File: config.mk
export PLATFORM = sky130hd
export DESIGN_NAME = shsc_top
export DESIGN_NICKNAME = d
export VERILOG_FILES = /design/src/hdl/shsc_pkg.sv /design/src/hdl/shsc_top.sv /design/src/hdl/shsc_debounce.sv
export SDC_FILE = /design/constraint.sdc
export NUM_CORES = 1
export LEC_CHECK = 0
export ABC_CLOCK_PERIOD_IN_PS = 3550
export BUFFER_PORTS_ARGS = -buffer_cell sky130_fd_sc_hd__buf_2
export CORE_MARGIN = 1
export CORE_UTILIZATION = 40
export CTS_BUF_LIST = sky130_fd_sc_hd__clkbuf_4 sky130_fd_sc_hd__clkbuf_8 sky130_fd_sc_hd__clkbuf_16
export DETAILED_ROUTE_END_ITERATION = 6
export GPL_TIMING_DRIVEN = 0
export PLACE_DENSITY_LB_ADDON = 0.1
export SLEW_MARGIN = 20
export SYNTH_ARGS = -nofsm -noshare
export SYNTH_HDL_FRONTEND = slang
export SYNTH_SLANG_ARGS = --single-unit
File: constraint.sdc
create_clock -name CLK_I -period 3.55 [get_ports CLK_I]
set_input_delay 0.1775 -clock CLK_I [delete_from_list [all_inputs] [get_ports CLK_I]]
set_output_delay 0.1775 -clock CLK_I [all_outputs]
set_load 0.005 [all_outputs]
File: src/hdl/shsc_pkg.sv
// Constants of the SD host state and control block: register indices,
// field positions, reset values, encodings and timing counts.
// Assumes a 25 MHz system clock and a 32-bit APB register port.
package shsc_pkg;

  // ----------------------------------------------------------------
  // Register indices (byte address is four times the index)
  // ----------------------------------------------------------------
  localparam int         ADDR_W      = 10;
  localparam logic [7:0] IDX_CMD     = 8'h0e;
  localparam logic [7:0] IDX_PRESENT = 8'h24;
  localparam logic [7:0] IDX_HOSTCTL = 8'h28;
  localparam logic [7:0] IDX_PWR     = 8'h29;
  localparam logic [7:0] IDX_GAP     = 8'h2a;
  localparam logic [7:0] IDX_EVT_EN  = 8'h30;

  // ----------------------------------------------------------------
  // Present state fields
  // ----------------------------------------------------------------
  localparam int PS_CMD_LVL  = 24;
  localparam int PS_DAT_LO   = 20;
  localparam int PS_WP       = 19;
  localparam int PS_RAW      = 18;
  localparam int PS_STABLE   = 17;
  localparam int PS_INSERTED = 16;
  localparam int PS_BUF_RD   = 11;
  localparam int PS_BUF_WR   = 10;
  localparam int PS_RD_XFER  = 9;
  localparam int PS_WR_XFER  = 8;
  localparam int PS_RETUNE   = 3;
  localparam int PS_DAT_ACT  = 2;
  localparam int PS_DAT_INH  = 1;
  localparam int PS_CMD_INH  = 0;

  // ----------------------------------------------------------------
  // Control fields and encodings
  // ----------------------------------------------------------------
  localparam int HC_DET_SEL  = 7;
  localparam int HC_DET_TEST = 6;
  localparam int HC_DMA_LO   = 3;
  localparam int HC_HS       = 2;
  localparam int HC_WIDTH    = 1;
  localparam int HC_LAMP     = 0;
  localparam int PWR_VOLT_LO = 1;
  localparam int PWR_ON      = 0;
  localparam int GAP_CONT    = 1;
  localparam int GAP_STOP    = 0;

  localparam logic [1:0] DMA_SDMA  = 2'h0;
  localparam logic [1:0] DMA_ADMA2 = 2'h2;
  localparam logic [2:0] VOLT_33   = 3'h7;
  localparam logic [2:0] VOLT_30   = 3'h6;
  localparam logic [2:0] VOLT_18   = 3'h5;
  localparam logic [2:0] VOLT_RST  = VOLT_30;

  // ----------------------------------------------------------------
  // Event outputs
  // ----------------------------------------------------------------
  localparam int EV_W      = 6;
  localparam int EV_INSERT = 0;
  localparam int EV_REMOVE = 1;
  localparam int EV_RD_RDY = 2;
  localparam int EV_WR_RDY = 3;
  localparam int EV_GAP    = 4;
  localparam int EV_DONE   = 5;

  // ----------------------------------------------------------------
  // Timing
  // ----------------------------------------------------------------
  localparam int CLK_PERIOD_NS = 40;
  localparam int DEBOUNCE_US   = 1000;
  localparam int DEBOUNCE_CYC  = DEBOUNCE_US * 1000 / CLK_PERIOD_NS;

endpackage : shsc_pkg

File: src/hdl/shsc_top.sv
// SD host present-state, host-control, power and block-gap registers.
// Assumes an APB master on CLK_I, card pins asynchronous to CLK_I,
// and a transfer engine on CLK_I that drives the one-cycle strobes.
//
// Operation
// - Command line level readable in a status bit.
// - Four data line levels readable; lowest line shows card busy.
// - Write-protect pin level shown directly; 1 means writable.
// - Raw presence bit is the inverted detect pin, not debounced.
// - Settled bit reads 0 in reset or debouncing, 1 when stable.
// - Debounced presence bit; rise signals insertion, fall signals removal.
// - Read-available bit follows buffered block data; rise raises read-ready event.
// - Write-space bit follows buffer space; rise raises write-ready event.
// - Read-active sets after read command end or resume.
// - Read-active clears on last block or on a halt at gap.
// - Write-active sets after write command end or resume.
// - Write-active clears after final CRC status or halt at gap.
// - Write-active fall while halt requested raises gap event.
// - Re-tuning bit shows a pending card re-tuning request.
// - Bus-busy bit set while any data line is in use.
// - Data inhibit is busy or read-active; its fall raises done event.
// - Command inhibit sets on command write, clears on response outside an auto sequence or on auto end.
// - Detect source selects test level or physical pin.
// - DMA field: 00 simple DMA, 10 ADMA2, others reserved.
// - Bus width bit selects 4-bit when 1, else 1-bit.
// - Voltage select resets to 6; 7, 6, 5 valid codes.
//
// The APB interface to the registers is this design's own decision.
`timescale 1ns/1ps
module shsc_top #(
  parameter int DEBOUNCE_CYC = shsc_pkg::DEBOUNCE_CYC
) (
  input  wire logic                      CLK_I,
  input  wire logic                      RST_B_I,
  input  wire logic                      PSEL_I,
  input  wire logic                      PENABLE_I,
  input  wire logic                      PWRITE_I,
  input  wire logic [shsc_pkg::ADDR_W-1:0] PADDR_I,
  input  wire logic [31:0]               PWDATA_I,
  output logic      [31:0]               PRDATA_O,
  output logic                           PREADY_O,
  output logic                           PSLVERR_O,
  input  wire logic                      LINK_CLK_I,
  input  wire logic                      CMD_LINE_I,
  input  wire logic [3:0]                CARD_BUS_LINES_I,
  input  wire logic                      WRITE_PROTECT_PIN_I,
  input  wire logic                      PRESENCE_PIN_N_I,
  input  wire logic                      BUF_RD_AVAIL_I,
  input  wire logic                      BUF_WR_SPACE_I,
  input  wire logic                      RD_CMD_END_I,
  input  wire logic                      WR_CMD_END_I,
  input  wire logic                      RD_LAST_BLK_I,
  input  wire logic                      RD_BLK_END_I,
  input  wire logic                      WR_LAST_CRC_I,
  input  wire logic                      WR_BLK_CRC_I,
  input  wire logic                      DAT_IN_USE_I,
  input  wire logic                      RETUNE_REQ_I,
  input  wire logic                      RESP_END_I,
  input  wire logic                      AUTO_SEQ_I,
  input  wire logic                      AUTO_DONE_I,
  output logic      [shsc_pkg::EV_W-1:0] EVENT_O,
  output logic      [15:0]               CMD_WORD_O,
  output logic                           CMD_ISSUE_O,
  output logic                           DMA_SIMPLE_O,
  output logic                           DMA_ADMA2_O,
  output logic                           BUS_4BIT_O,
  output logic                           HIGH_SPEED_SELECT_O,
  output logic                           ACTIVITY_LAMP_O,
  output logic      [2:0]                VOLT_SEL_O,
  output logic                           BUS_POWER_O,
  output logic      [3:0]                GAP_CTRL_O
);

  // ----------------------------------------------------------------
  // Pin synchronisers
  // ----------------------------------------------------------------
  logic [7:0] pin_s1_r;
  logic [7:0] pin_s2_r;
  logic       link_d_r;
  logic       link_rise;
  logic       cmd_s2;
  logic [3:0] dat_s2;
  logic       wp_s2;
  logic       cdn_s2;
  logic       link_s2;

  // Reset to the levels the status registers reset to, so no false edge
  always_ff @(posedge CLK_I or negedge RST_B_I) begin
    if (!RST_B_I) begin
      pin_s1_r <= 8'h7d;
      pin_s2_r <= 8'h7d;
      link_d_r <= 1'b0;
    end else begin
      pin_s1_r <= {LINK_CLK_I, CMD_LINE_I, CARD_BUS_LINES_I,
                   WRITE_PROTECT_PIN_I, PRESENCE_PIN_N_I};
      pin_s2_r <= pin_s1_r;
      link_d_r <= link_s2;
    end
  end

  assign link_s2   = pin_s2_r[7];
  assign cmd_s2    = pin_s2_r[6];
  assign dat_s2    = pin_s2_r[5:2];
  assign wp_s2     = pin_s2_r[1];
  assign cdn_s2    = pin_s2_r[0];
  assign link_rise = link_s2 & ~link_d_r;

  // ----------------------------------------------------------------
  // Line levels, CMD and DAT sampled on link clock rising edges, write-protect and raw presence every cycle
  // ----------------------------------------------------------------
  logic       cmd_lvl_r;
  logic [3:0] dat_lvl_r;
  logic       wp_r;
  logic       raw_r;

  always_ff @(posedge CLK_I or negedge RST_B_I) begin
    if (!RST_B_I) begin
      cmd_lvl_r <= 1'b1;
      dat_lvl_r <= 4'hf;
      wp_r      <= 1'b0;
      raw_r     <= 1'b0;
    end else begin
      if (link_rise) begin
        cmd_lvl_r <= cmd_s2;
        dat_lvl_r <= dat_s2;
      end
      wp_r  <= wp_s2;
      raw_r <= ~cdn_s2;
    end
  end

  // ----------------------------------------------------------------
  // Control registers
  // ----------------------------------------------------------------
  logic [7:0]  hostctl_r;
  logic [2:0]  volt_r;
  logic        power_r;
  logic [3:0]  gap_r;
  logic [15:0] cmd_r;
  logic [5:0]  ev_en_r;
  logic        wr_hit;
  logic        hit;
  logic [7:0]  idx;
  logic        wr_cmd;
  logic        rd_resume;
  logic        wr_resume;
  logic        last_wr_r;
  logic        inserted;
  logic        stable;
  logic        read_xfer_r;
  logic        write_xfer_r;

  assign idx    = PADDR_I[9:2];
  assign hit    = (PADDR_I[1:0] == 2'h0) &&
                  (idx == shsc_pkg::IDX_CMD || idx == shsc_pkg::IDX_PRESENT ||
                   idx == shsc_pkg::IDX_HOSTCTL || idx == shsc_pkg::IDX_PWR ||
                   idx == shsc_pkg::IDX_GAP || idx == shsc_pkg::IDX_EVT_EN);
  assign wr_hit = PSEL_I & PENABLE_I & PREADY_O & PWRITE_I & hit;
  assign wr_cmd = wr_hit && idx == shsc_pkg::IDX_CMD;

  always_ff @(posedge CLK_I or negedge RST_B_I) begin
    if (!RST_B_I) begin
      hostctl_r <= 8'h00;
      volt_r    <= shsc_pkg::VOLT_RST;
      power_r   <= 1'b0;
      cmd_r     <= 16'h0000;
      ev_en_r   <= 6'h00;
    end else begin
      if (wr_hit && idx == shsc_pkg::IDX_HOSTCTL) begin
        hostctl_r <= PWDATA_I[7:0] & 8'hdf;
      end
      if (wr_hit && idx == shsc_pkg::IDX_PWR) begin
        volt_r  <= PWDATA_I[3:1];
        power_r <= PWDATA_I[0];
      end
      if (!inserted) begin
        power_r <= 1'b0;
      end
      if (wr_cmd) begin
        cmd_r <= PWDATA_I[15:0];
      end
      if (wr_hit && idx == shsc_pkg::IDX_EVT_EN) begin
        ev_en_r <= PWDATA_I[5:0];
      end
    end
  end

  // Continue request clears itself when the transfer restarts
  always_ff @(posedge CLK_I or negedge RST_B_I) begin
    if (!RST_B_I) begin
      gap_r <= 4'h0;
    end else if (wr_hit && idx == shsc_pkg::IDX_GAP) begin
      gap_r <= PWDATA_I[3:0];
    end else if (rd_resume || wr_resume) begin
      gap_r[shsc_pkg::GAP_CONT] <= 1'b0;
    end
  end

  // ----------------------------------------------------------------
  // Card presence
  // ----------------------------------------------------------------
  logic det_src;

  assign det_src = hostctl_r[shsc_pkg::HC_DET_SEL] ?
                   hostctl_r[shsc_pkg::HC_DET_TEST] : ~cdn_s2;

  shsc_debounce #(
    .CYCLES (DEBOUNCE_CYC)
  ) u_debounce (
    .clk_i    (CLK_I),
    .rst_b_i  (RST_B_I),
    .level_i  (det_src),
    .stable_o (stable),
    .level_o  (inserted)
  );

  // ----------------------------------------------------------------
  // Transfer state
  // ----------------------------------------------------------------
  logic buf_rd_r;
  logic buf_wr_r;
  logic retune_r;
  logic dat_act_r;
  logic dat_inh_r;
  logic cmd_inh_r;
  logic ins_d_r;
  logic stop;

  assign stop      = gap_r[shsc_pkg::GAP_STOP];
  assign rd_resume = gap_r[shsc_pkg::GAP_CONT] & ~stop & ~last_wr_r & ~read_xfer_r;
  assign wr_resume = gap_r[shsc_pkg::GAP_CONT] & ~stop & last_wr_r & ~write_xfer_r;

  always_ff @(posedge CLK_I or negedge RST_B_I) begin
    if (!RST_B_I) begin
      last_wr_r <= 1'b0;
    end else if (WR_CMD_END_I) begin
      last_wr_r <= 1'b1;
    end else if (RD_CMD_END_I) begin
      last_wr_r <= 1'b0;
    end
  end

  always_ff @(posedge CLK_I or negedge RST_B_I) begin
    if (!RST_B_I) begin
      read_xfer_r <= 1'b0;
    end else if (RD_CMD_END_I || rd_resume) begin
      read_xfer_r <= 1'b1;
    end else if (RD_LAST_BLK_I || (stop && RD_BLK_END_I)) begin
      read_xfer_r <= 1'b0;
    end
  end

  always_ff @(posedge CLK_I or negedge RST_B_I) begin
    if (!RST_B_I) begin
      write_xfer_r <= 1'b0;
    end else if (WR_CMD_END_I || wr_resume) begin
      write_xfer_r <= 1'b1;
    end else if (WR_LAST_CRC_I || (stop && WR_BLK_CRC_I)) begin
      write_xfer_r <= 1'b0;
    end
  end

  always_ff @(posedge CLK_I or negedge RST_B_I) begin
    if (!RST_B_I) begin
      buf_rd_r  <= 1'b0;
      buf_wr_r  <= 1'b0;
      retune_r  <= 1'b0;
      dat_act_r <= 1'b0;
      dat_inh_r <= 1'b0;
      ins_d_r   <= 1'b0;
    end else begin
      buf_rd_r  <= BUF_RD_AVAIL_I;
      buf_wr_r  <= BUF_WR_SPACE_I;
      retune_r  <= RETUNE_REQ_I;
      dat_act_r <= DAT_IN_USE_I;
      dat_inh_r <= DAT_IN_USE_I | RD_CMD_END_I | rd_resume |
                   (read_xfer_r & ~(RD_LAST_BLK_I | (stop & RD_BLK_END_I)));
      ins_d_r   <= inserted;
    end
  end

  // Write of the command register wins over a response in the same cycle
  always_ff @(posedge CLK_I or negedge RST_B_I) begin
    if (!RST_B_I) begin
      cmd_inh_r <= 1'b0;
    end else if (wr_cmd) begin
      cmd_inh_r <= 1'b1;
    end else if ((RESP_END_I && !AUTO_SEQ_I) || AUTO_DONE_I) begin
      cmd_inh_r <= 1'b0;
    end
  end

  // ----------------------------------------------------------------
  // Events and decoded control outputs
  // ----------------------------------------------------------------
  logic [5:0] ev_raw;

  always_comb begin
    ev_raw                      = 6'h00;
    ev_raw[shsc_pkg::EV_INSERT] = inserted & ~ins_d_r;
    ev_raw[shsc_pkg::EV_REMOVE] = ~inserted & ins_d_r;
    ev_raw[shsc_pkg::EV_RD_RDY] = BUF_RD_AVAIL_I & ~buf_rd_r;
    ev_raw[shsc_pkg::EV_WR_RDY] = BUF_WR_SPACE_I & ~buf_wr_r;
    ev_raw[shsc_pkg::EV_GAP]    = stop & write_xfer_r &
                                  (WR_LAST_CRC_I | WR_BLK_CRC_I) &
                                  ~(WR_CMD_END_I | wr_resume);
    ev_raw[shsc_pkg::EV_DONE]   = dat_inh_r & ~DAT_IN_USE_I & ~rd_resume &
                                  ~RD_CMD_END_I &
                                  ~(read_xfer_r & ~(RD_LAST_BLK_I |
                                    (stop & RD_BLK_END_I)));
  end

  always_ff @(posedge CLK_I or negedge RST_B_I) begin
    if (!RST_B_I) begin
      EVENT_O      <= 6'h00;
      CMD_ISSUE_O  <= 1'b0;
      DMA_SIMPLE_O <= 1'b1;
      DMA_ADMA2_O  <= 1'b0;
    end else begin
      EVENT_O      <= ev_raw & ev_en_r;
      CMD_ISSUE_O  <= wr_cmd;
      DMA_SIMPLE_O <= hostctl_r[4:3] == shsc_pkg::DMA_SDMA;
      DMA_ADMA2_O  <= hostctl_r[4:3] == shsc_pkg::DMA_ADMA2;
    end
  end

  assign CMD_WORD_O          = cmd_r;
  assign BUS_4BIT_O          = hostctl_r[shsc_pkg::HC_WIDTH];
  assign HIGH_SPEED_SELECT_O = hostctl_r[shsc_pkg::HC_HS];
  assign ACTIVITY_LAMP_O     = hostctl_r[shsc_pkg::HC_LAMP];
  assign VOLT_SEL_O          = volt_r;
  assign BUS_POWER_O         = power_r;
  assign GAP_CTRL_O          = gap_r;

  // ----------------------------------------------------------------
  // APB read path, one-cycle access phase
  // ----------------------------------------------------------------
  logic [31:0] present;
  logic [31:0] rdata;

  always_comb begin
    present                        = 32'h0000_0000;
    present[shsc_pkg::PS_CMD_LVL]  = cmd_lvl_r;
    present[23:20]                 = dat_lvl_r;
    present[shsc_pkg::PS_WP]       = wp_r;
    present[shsc_pkg::PS_RAW]      = raw_r;
    present[shsc_pkg::PS_STABLE]   = stable;
    present[shsc_pkg::PS_INSERTED] = inserted;
    present[shsc_pkg::PS_BUF_RD]   = buf_rd_r;
    present[shsc_pkg::PS_BUF_WR]   = buf_wr_r;
    present[shsc_pkg::PS_RD_XFER]  = read_xfer_r;
    present[shsc_pkg::PS_WR_XFER]  = write_xfer_r;
    present[shsc_pkg::PS_RETUNE]   = retune_r;
    present[shsc_pkg::PS_DAT_ACT]  = dat_act_r;
    present[shsc_pkg::PS_DAT_INH]  = dat_inh_r;
    present[shsc_pkg::PS_CMD_INH]  = cmd_inh_r;
  end

  always_comb begin
    if (idx == shsc_pkg::IDX_PRESENT) begin
      rdata = present;
    end else if (idx == shsc_pkg::IDX_HOSTCTL) begin
      rdata = {24'h000000, hostctl_r};
    end else if (idx == shsc_pkg::IDX_PWR) begin
      rdata = {28'h0000000, volt_r, power_r};
    end else if (idx == shsc_pkg::IDX_GAP) begin
      rdata = {28'h0000000, gap_r};
    end else if (idx == shsc_pkg::IDX_CMD) begin
      rdata = {16'h0000, cmd_r};
    end else if (idx == shsc_pkg::IDX_EVT_EN) begin
      rdata = {26'h0, ev_en_r};
    end else begin
      rdata = 32'h0000_0000;
    end
  end

  always_ff @(posedge CLK_I or negedge RST_B_I) begin
    if (!RST_B_I) begin
      PRDATA_O  <= 32'h0000_0000;
      PREADY_O  <= 1'b0;
      PSLVERR_O <= 1'b0;
    end else if (PSEL_I && !PENABLE_I) begin
      PRDATA_O  <= (hit && !PWRITE_I) ? rdata : 32'h0000_0000;
      PREADY_O  <= 1'b1;
      PSLVERR_O <= ~hit;
    end else begin
      PREADY_O  <= 1'b0;
      PSLVERR_O <= 1'b0;
    end
  end
endmodule : shsc_top

File: src/hdl/shsc_debounce.sv
// Debouncer for the card presence level.
// Assumes its input is already in the CLK_I domain.
`timescale 1ns/1ps
module shsc_debounce #(
  parameter int CYCLES = 25000
) (
  input  wire logic clk_i,
  input  wire logic rst_b_i,
  input  wire logic level_i,
  output logic      stable_o,
  output logic      level_o
);

  localparam int CW = $clog2(CYCLES + 1);
  localparam logic [CW-1:0] LAST = CW'(CYCLES - 1);

  logic          last_r;
  logic [CW-1:0] cnt_r;

  // ----------------------------------------------------------------
  // Restart the count on every change, settle when it expires
  // ----------------------------------------------------------------
  always_ff @(posedge clk_i or negedge rst_b_i) begin
    if (!rst_b_i) begin
      last_r   <= 1'b0;
      cnt_r    <= '0;
      stable_o <= 1'b0;
      level_o  <= 1'b0;
    end else begin
      last_r <= level_i;
      if (level_i != last_r) begin
        cnt_r    <= '0;
        stable_o <= 1'b0;
      end else if (cnt_r == LAST) begin
        stable_o <= 1'b1;
        level_o  <= last_r;
      end else begin
        cnt_r <= cnt_r + CW'(1);
      end
    end
  end

endmodule : shsc_debounce

==> results.toml <==
[die]
die_width_um = 115
die_area_um2 = 13300
coreArea_um2 = 12600
initial_core_util_pct = 41.0
rows = 41
io_pins = 138
die_h_um = 115

[finish]
nFillCells = 1090
antenna_cells = 0
final_cell_mix = "buf_2 (117), dfrtp_1 (105), nor2_1 (30)"
area_growth_pct = 34.3
finalNetCount = 640
area.sequential_um2 = 3150
multi_input_area_um2 = 1870
final_common_cell = "buf_2"
layout.cells.non_filler = 756
drive_above_1_share_pct = 35.8

[timing]
hold_viol_final = 0
setup_viol = 0
worst_pin_slew_ns = 0.852
finClkSkew_ns = 0.0115
fin_tns_setup_ns = 0
layout_min_cycle_time_ns = 1.97
period_share_pct = 55.5
finalMaxSlewViolations = 0
setup_slack_ns = 1.58
rsz0062_at_grt = "no"
fmax_mhz = 508
relSlewSlack_pct = 42.7

[placed_design]
place_congestion = 0.837
place_ws_ns = 1.33
io_buffers = 114
dp_cells = 698
dpl.hpwl_um = 8490

[grt]
grt_max_degree = 82
overflow = 0
grtUsageTotal_pct = 19.8
grt_pass1_vias = 3905
grt_first_pass_wirelength_um = 19600
antenna_found_initial = 0

[clock_network]
cts.path.max_buffers = 2
clkSlewWorstSetupHoldPaths_ns = 0.06
cts_setup_buffers = 0
tritoncts = "done"
cts_sinks = 125
post_cts_resize_count = 0
cts_hold_buf = 26
cts_root_buf = "clkbuf_16"
cts-htree-levels = 4
cts_inserted_buffers = 17
clock_latency_ns = 0.41

[synth]
synth.area.top_cells = "dfrtp_1 (51%), dfstp_2 (10%), mux2_2 (4.8%)"
synth_area_leader_cell = "dfrtp_1"
yosysWarningCount = 0
synth_top_area_share_pct = 51.0
post_synth.cell_area_avg_um2 = 12.7
synth_area_um2 = 5150
synth_flop_cell = "dfrtp_1"
ys_ff_latch = 125
ys_seq_area_share_pct = 61.2
synthCells = 405
synth_edf_count = 0
synth_cell_types = 51
synthArstFlopShare_pct = 100

[critical_path]
crit_slowest_cell = "dfstp_2"
cp-startpoint = "pin_s2_r[0]"
end_kind = "register"
crit_buf_inv = 2
slowest_delay_ns = 0.51
arrival_ns = 2.25
worst_r2r_startpoint = "pin_s2_r[0]"
cp_top_family = "flip-flops"
cp_cell_sequence = "inv_1 > mux2_2 > xor2_1 > clkbuf_1 > nor2_1"
worstSetupStartpointType = "register"
cp_max_fo = 10
criticalPathCategory = "register to register"
crit_required_ns = 3.83

[drt]
drt_pass1_iterations = 4
num_vias = 3719
final_antenna_net_count = 0
wirelength_um = 11900
drc = 0
drt_iter0_drc = 153
viasPerCell = 4.92
wl_per_cell_um = 15.8

[pwr]
power.leakage_nw = 3.43
switching_share_pct = 20.0
pwr-share-clk_pct = 53.6
power_density_nw_per_um2 = 517
internal-power_w = 0.00286
p_seq_share_pct = 41.7
switchingPower_w = 0.000717
vdd_ir_drop_max_v = 0.000315
comb_power_share_pct = 4.7

[hold_path]
min_path_type = "input port to register"
hp-start = "PWDATA_I[5]"

[status]
status = "complete, no violations"

[flow_run]
cap_violations = 0
## kinds of logic (layout without fill, tap and decap cells)
logic type,count (synthesis),count (layout),synth area share (%)
multiplexers,44,44,9.57
flip-flops,125,125,61.2
other,1,7,0.0728
buffers and inverters,32,205,2.94
XOR/XNOR,13,13,2.21
AND/OR/NAND/NOR,126,126,14.6
adder cells (fa/ha/maj),1,1,0.243
AO/OA/AOI/OAI,63,63,9.18
## synthesized netlist by cell type, types with 6 or more instances
library cell and n:
nand2_1 22, mux2_2 22, inv_1 14, a22oi_1 9, a32o_1 6, xor2_1 13, nand4_1 7, or3_1 6
a22o_1 13, clkbuf_1 7, dfrtp_1 105, nor2_1 30, o21ai_0 12, buf_4 7, mux2_1 20, dfstp_2 20
nand3_1 16, nor2b_1 6
## path summary, 6_finish.rpt
path,end,slack [ns],cells after the start
worst min register to register,pin_s2_r[1],0.35,0
worst max register to register,u_debounce.cnt_r[7],1.58,5
worst min-delay path,CMD_WORD_O[5],0.02,2
min in group asynchronous,CMD_WORD_O[9],0.26,2
max in group asynchronous,pin_s1_r[5],2.54,3
worst max-delay path,u_debounce.cnt_r[7],1.58,5
## cell type report
class	count	share of cell area (%)
Sequential cell	125	45.6
Timing Repair Buffer	141	12.5
Inverter	14	0.759
Buffer	18	1.43
Multi-Input combinational cell	254	27.0
Clock buffer	22	6.96
Tap cell	172	3.11
Clock inverter	10	2.68
## power by group through the flow
| stage | Sequential, W | Combinational [W] | Clock [W] |
|---|---|---|---|
| after detailed placement | 0.00152 | 0.000149 | 0 |
| after CTS | 0.00149 | 0.000172 | 0.00196 |
| after global placement | 0.00151 | 0.000142 | 0 |
| after floorplan | 0.00151 | 0.0000615 | 0 |
| final | 0.00149 | 0.000169 | 0.00192 |
| after global routing | 0.00150 | 0.000191 | 0.00202 |
## worst register-to-register path, cell delays in order, from the launching register on
cell      delay [ns]
dfstp_2         0.51
inv_1           0.04
mux2_2          0.29
xor2_1          0.48
clkbuf_1        0.41
nor2_1          0.10
## registers in the layout, summed over array words and instances (netlist names), 4 cells and up
name              flops
PRDATA_O             25
CMD_WORD_O           16
u_debounce.cnt_r     15
pin_s1_r              8
pin_s2_r              8
hostctl_r             7
EVENT_O               6
ev_en_r               6
GAP_CTRL_O            4
dat_lvl_r             4
## metrics by stage
| step | hold slack [ns] | utilization [%] | power (W) | cell area [µm²] |
|---|---|---|---|---|
| 4_1_cts | 0.00372 | 55.1 | 0.00362 | 6920 |
| 3_5_place_dp | 0.140 | 47.7 | 0.00166 | 5990 |
| 6_report | 0.0192 | 55.1 | 0.00358 | 6920 |
| 3_3_place_gp | 0.282 | 47.4 | 0.00166 | 5960 |
| 5_1_grt | 0.0102 | 55.1 | 0.00371 | 6920 |
| 2_1_floorplan | -0.118 | - | 0.00157 | 5170 |
## per-layer routing
layer  routed length (µm)  share of wire (%)  vias up  GRT usage [%]
met5                    0                  0        -              0
met4                  209                1.8        0           8.66
met3                  597                5.0       16           5.54
met2                 5830                 49       90           32.7
met1                 5280                 44     1826           24.2
li1                     -                  -     1787              -
Power figures use the tool's default switching activity.
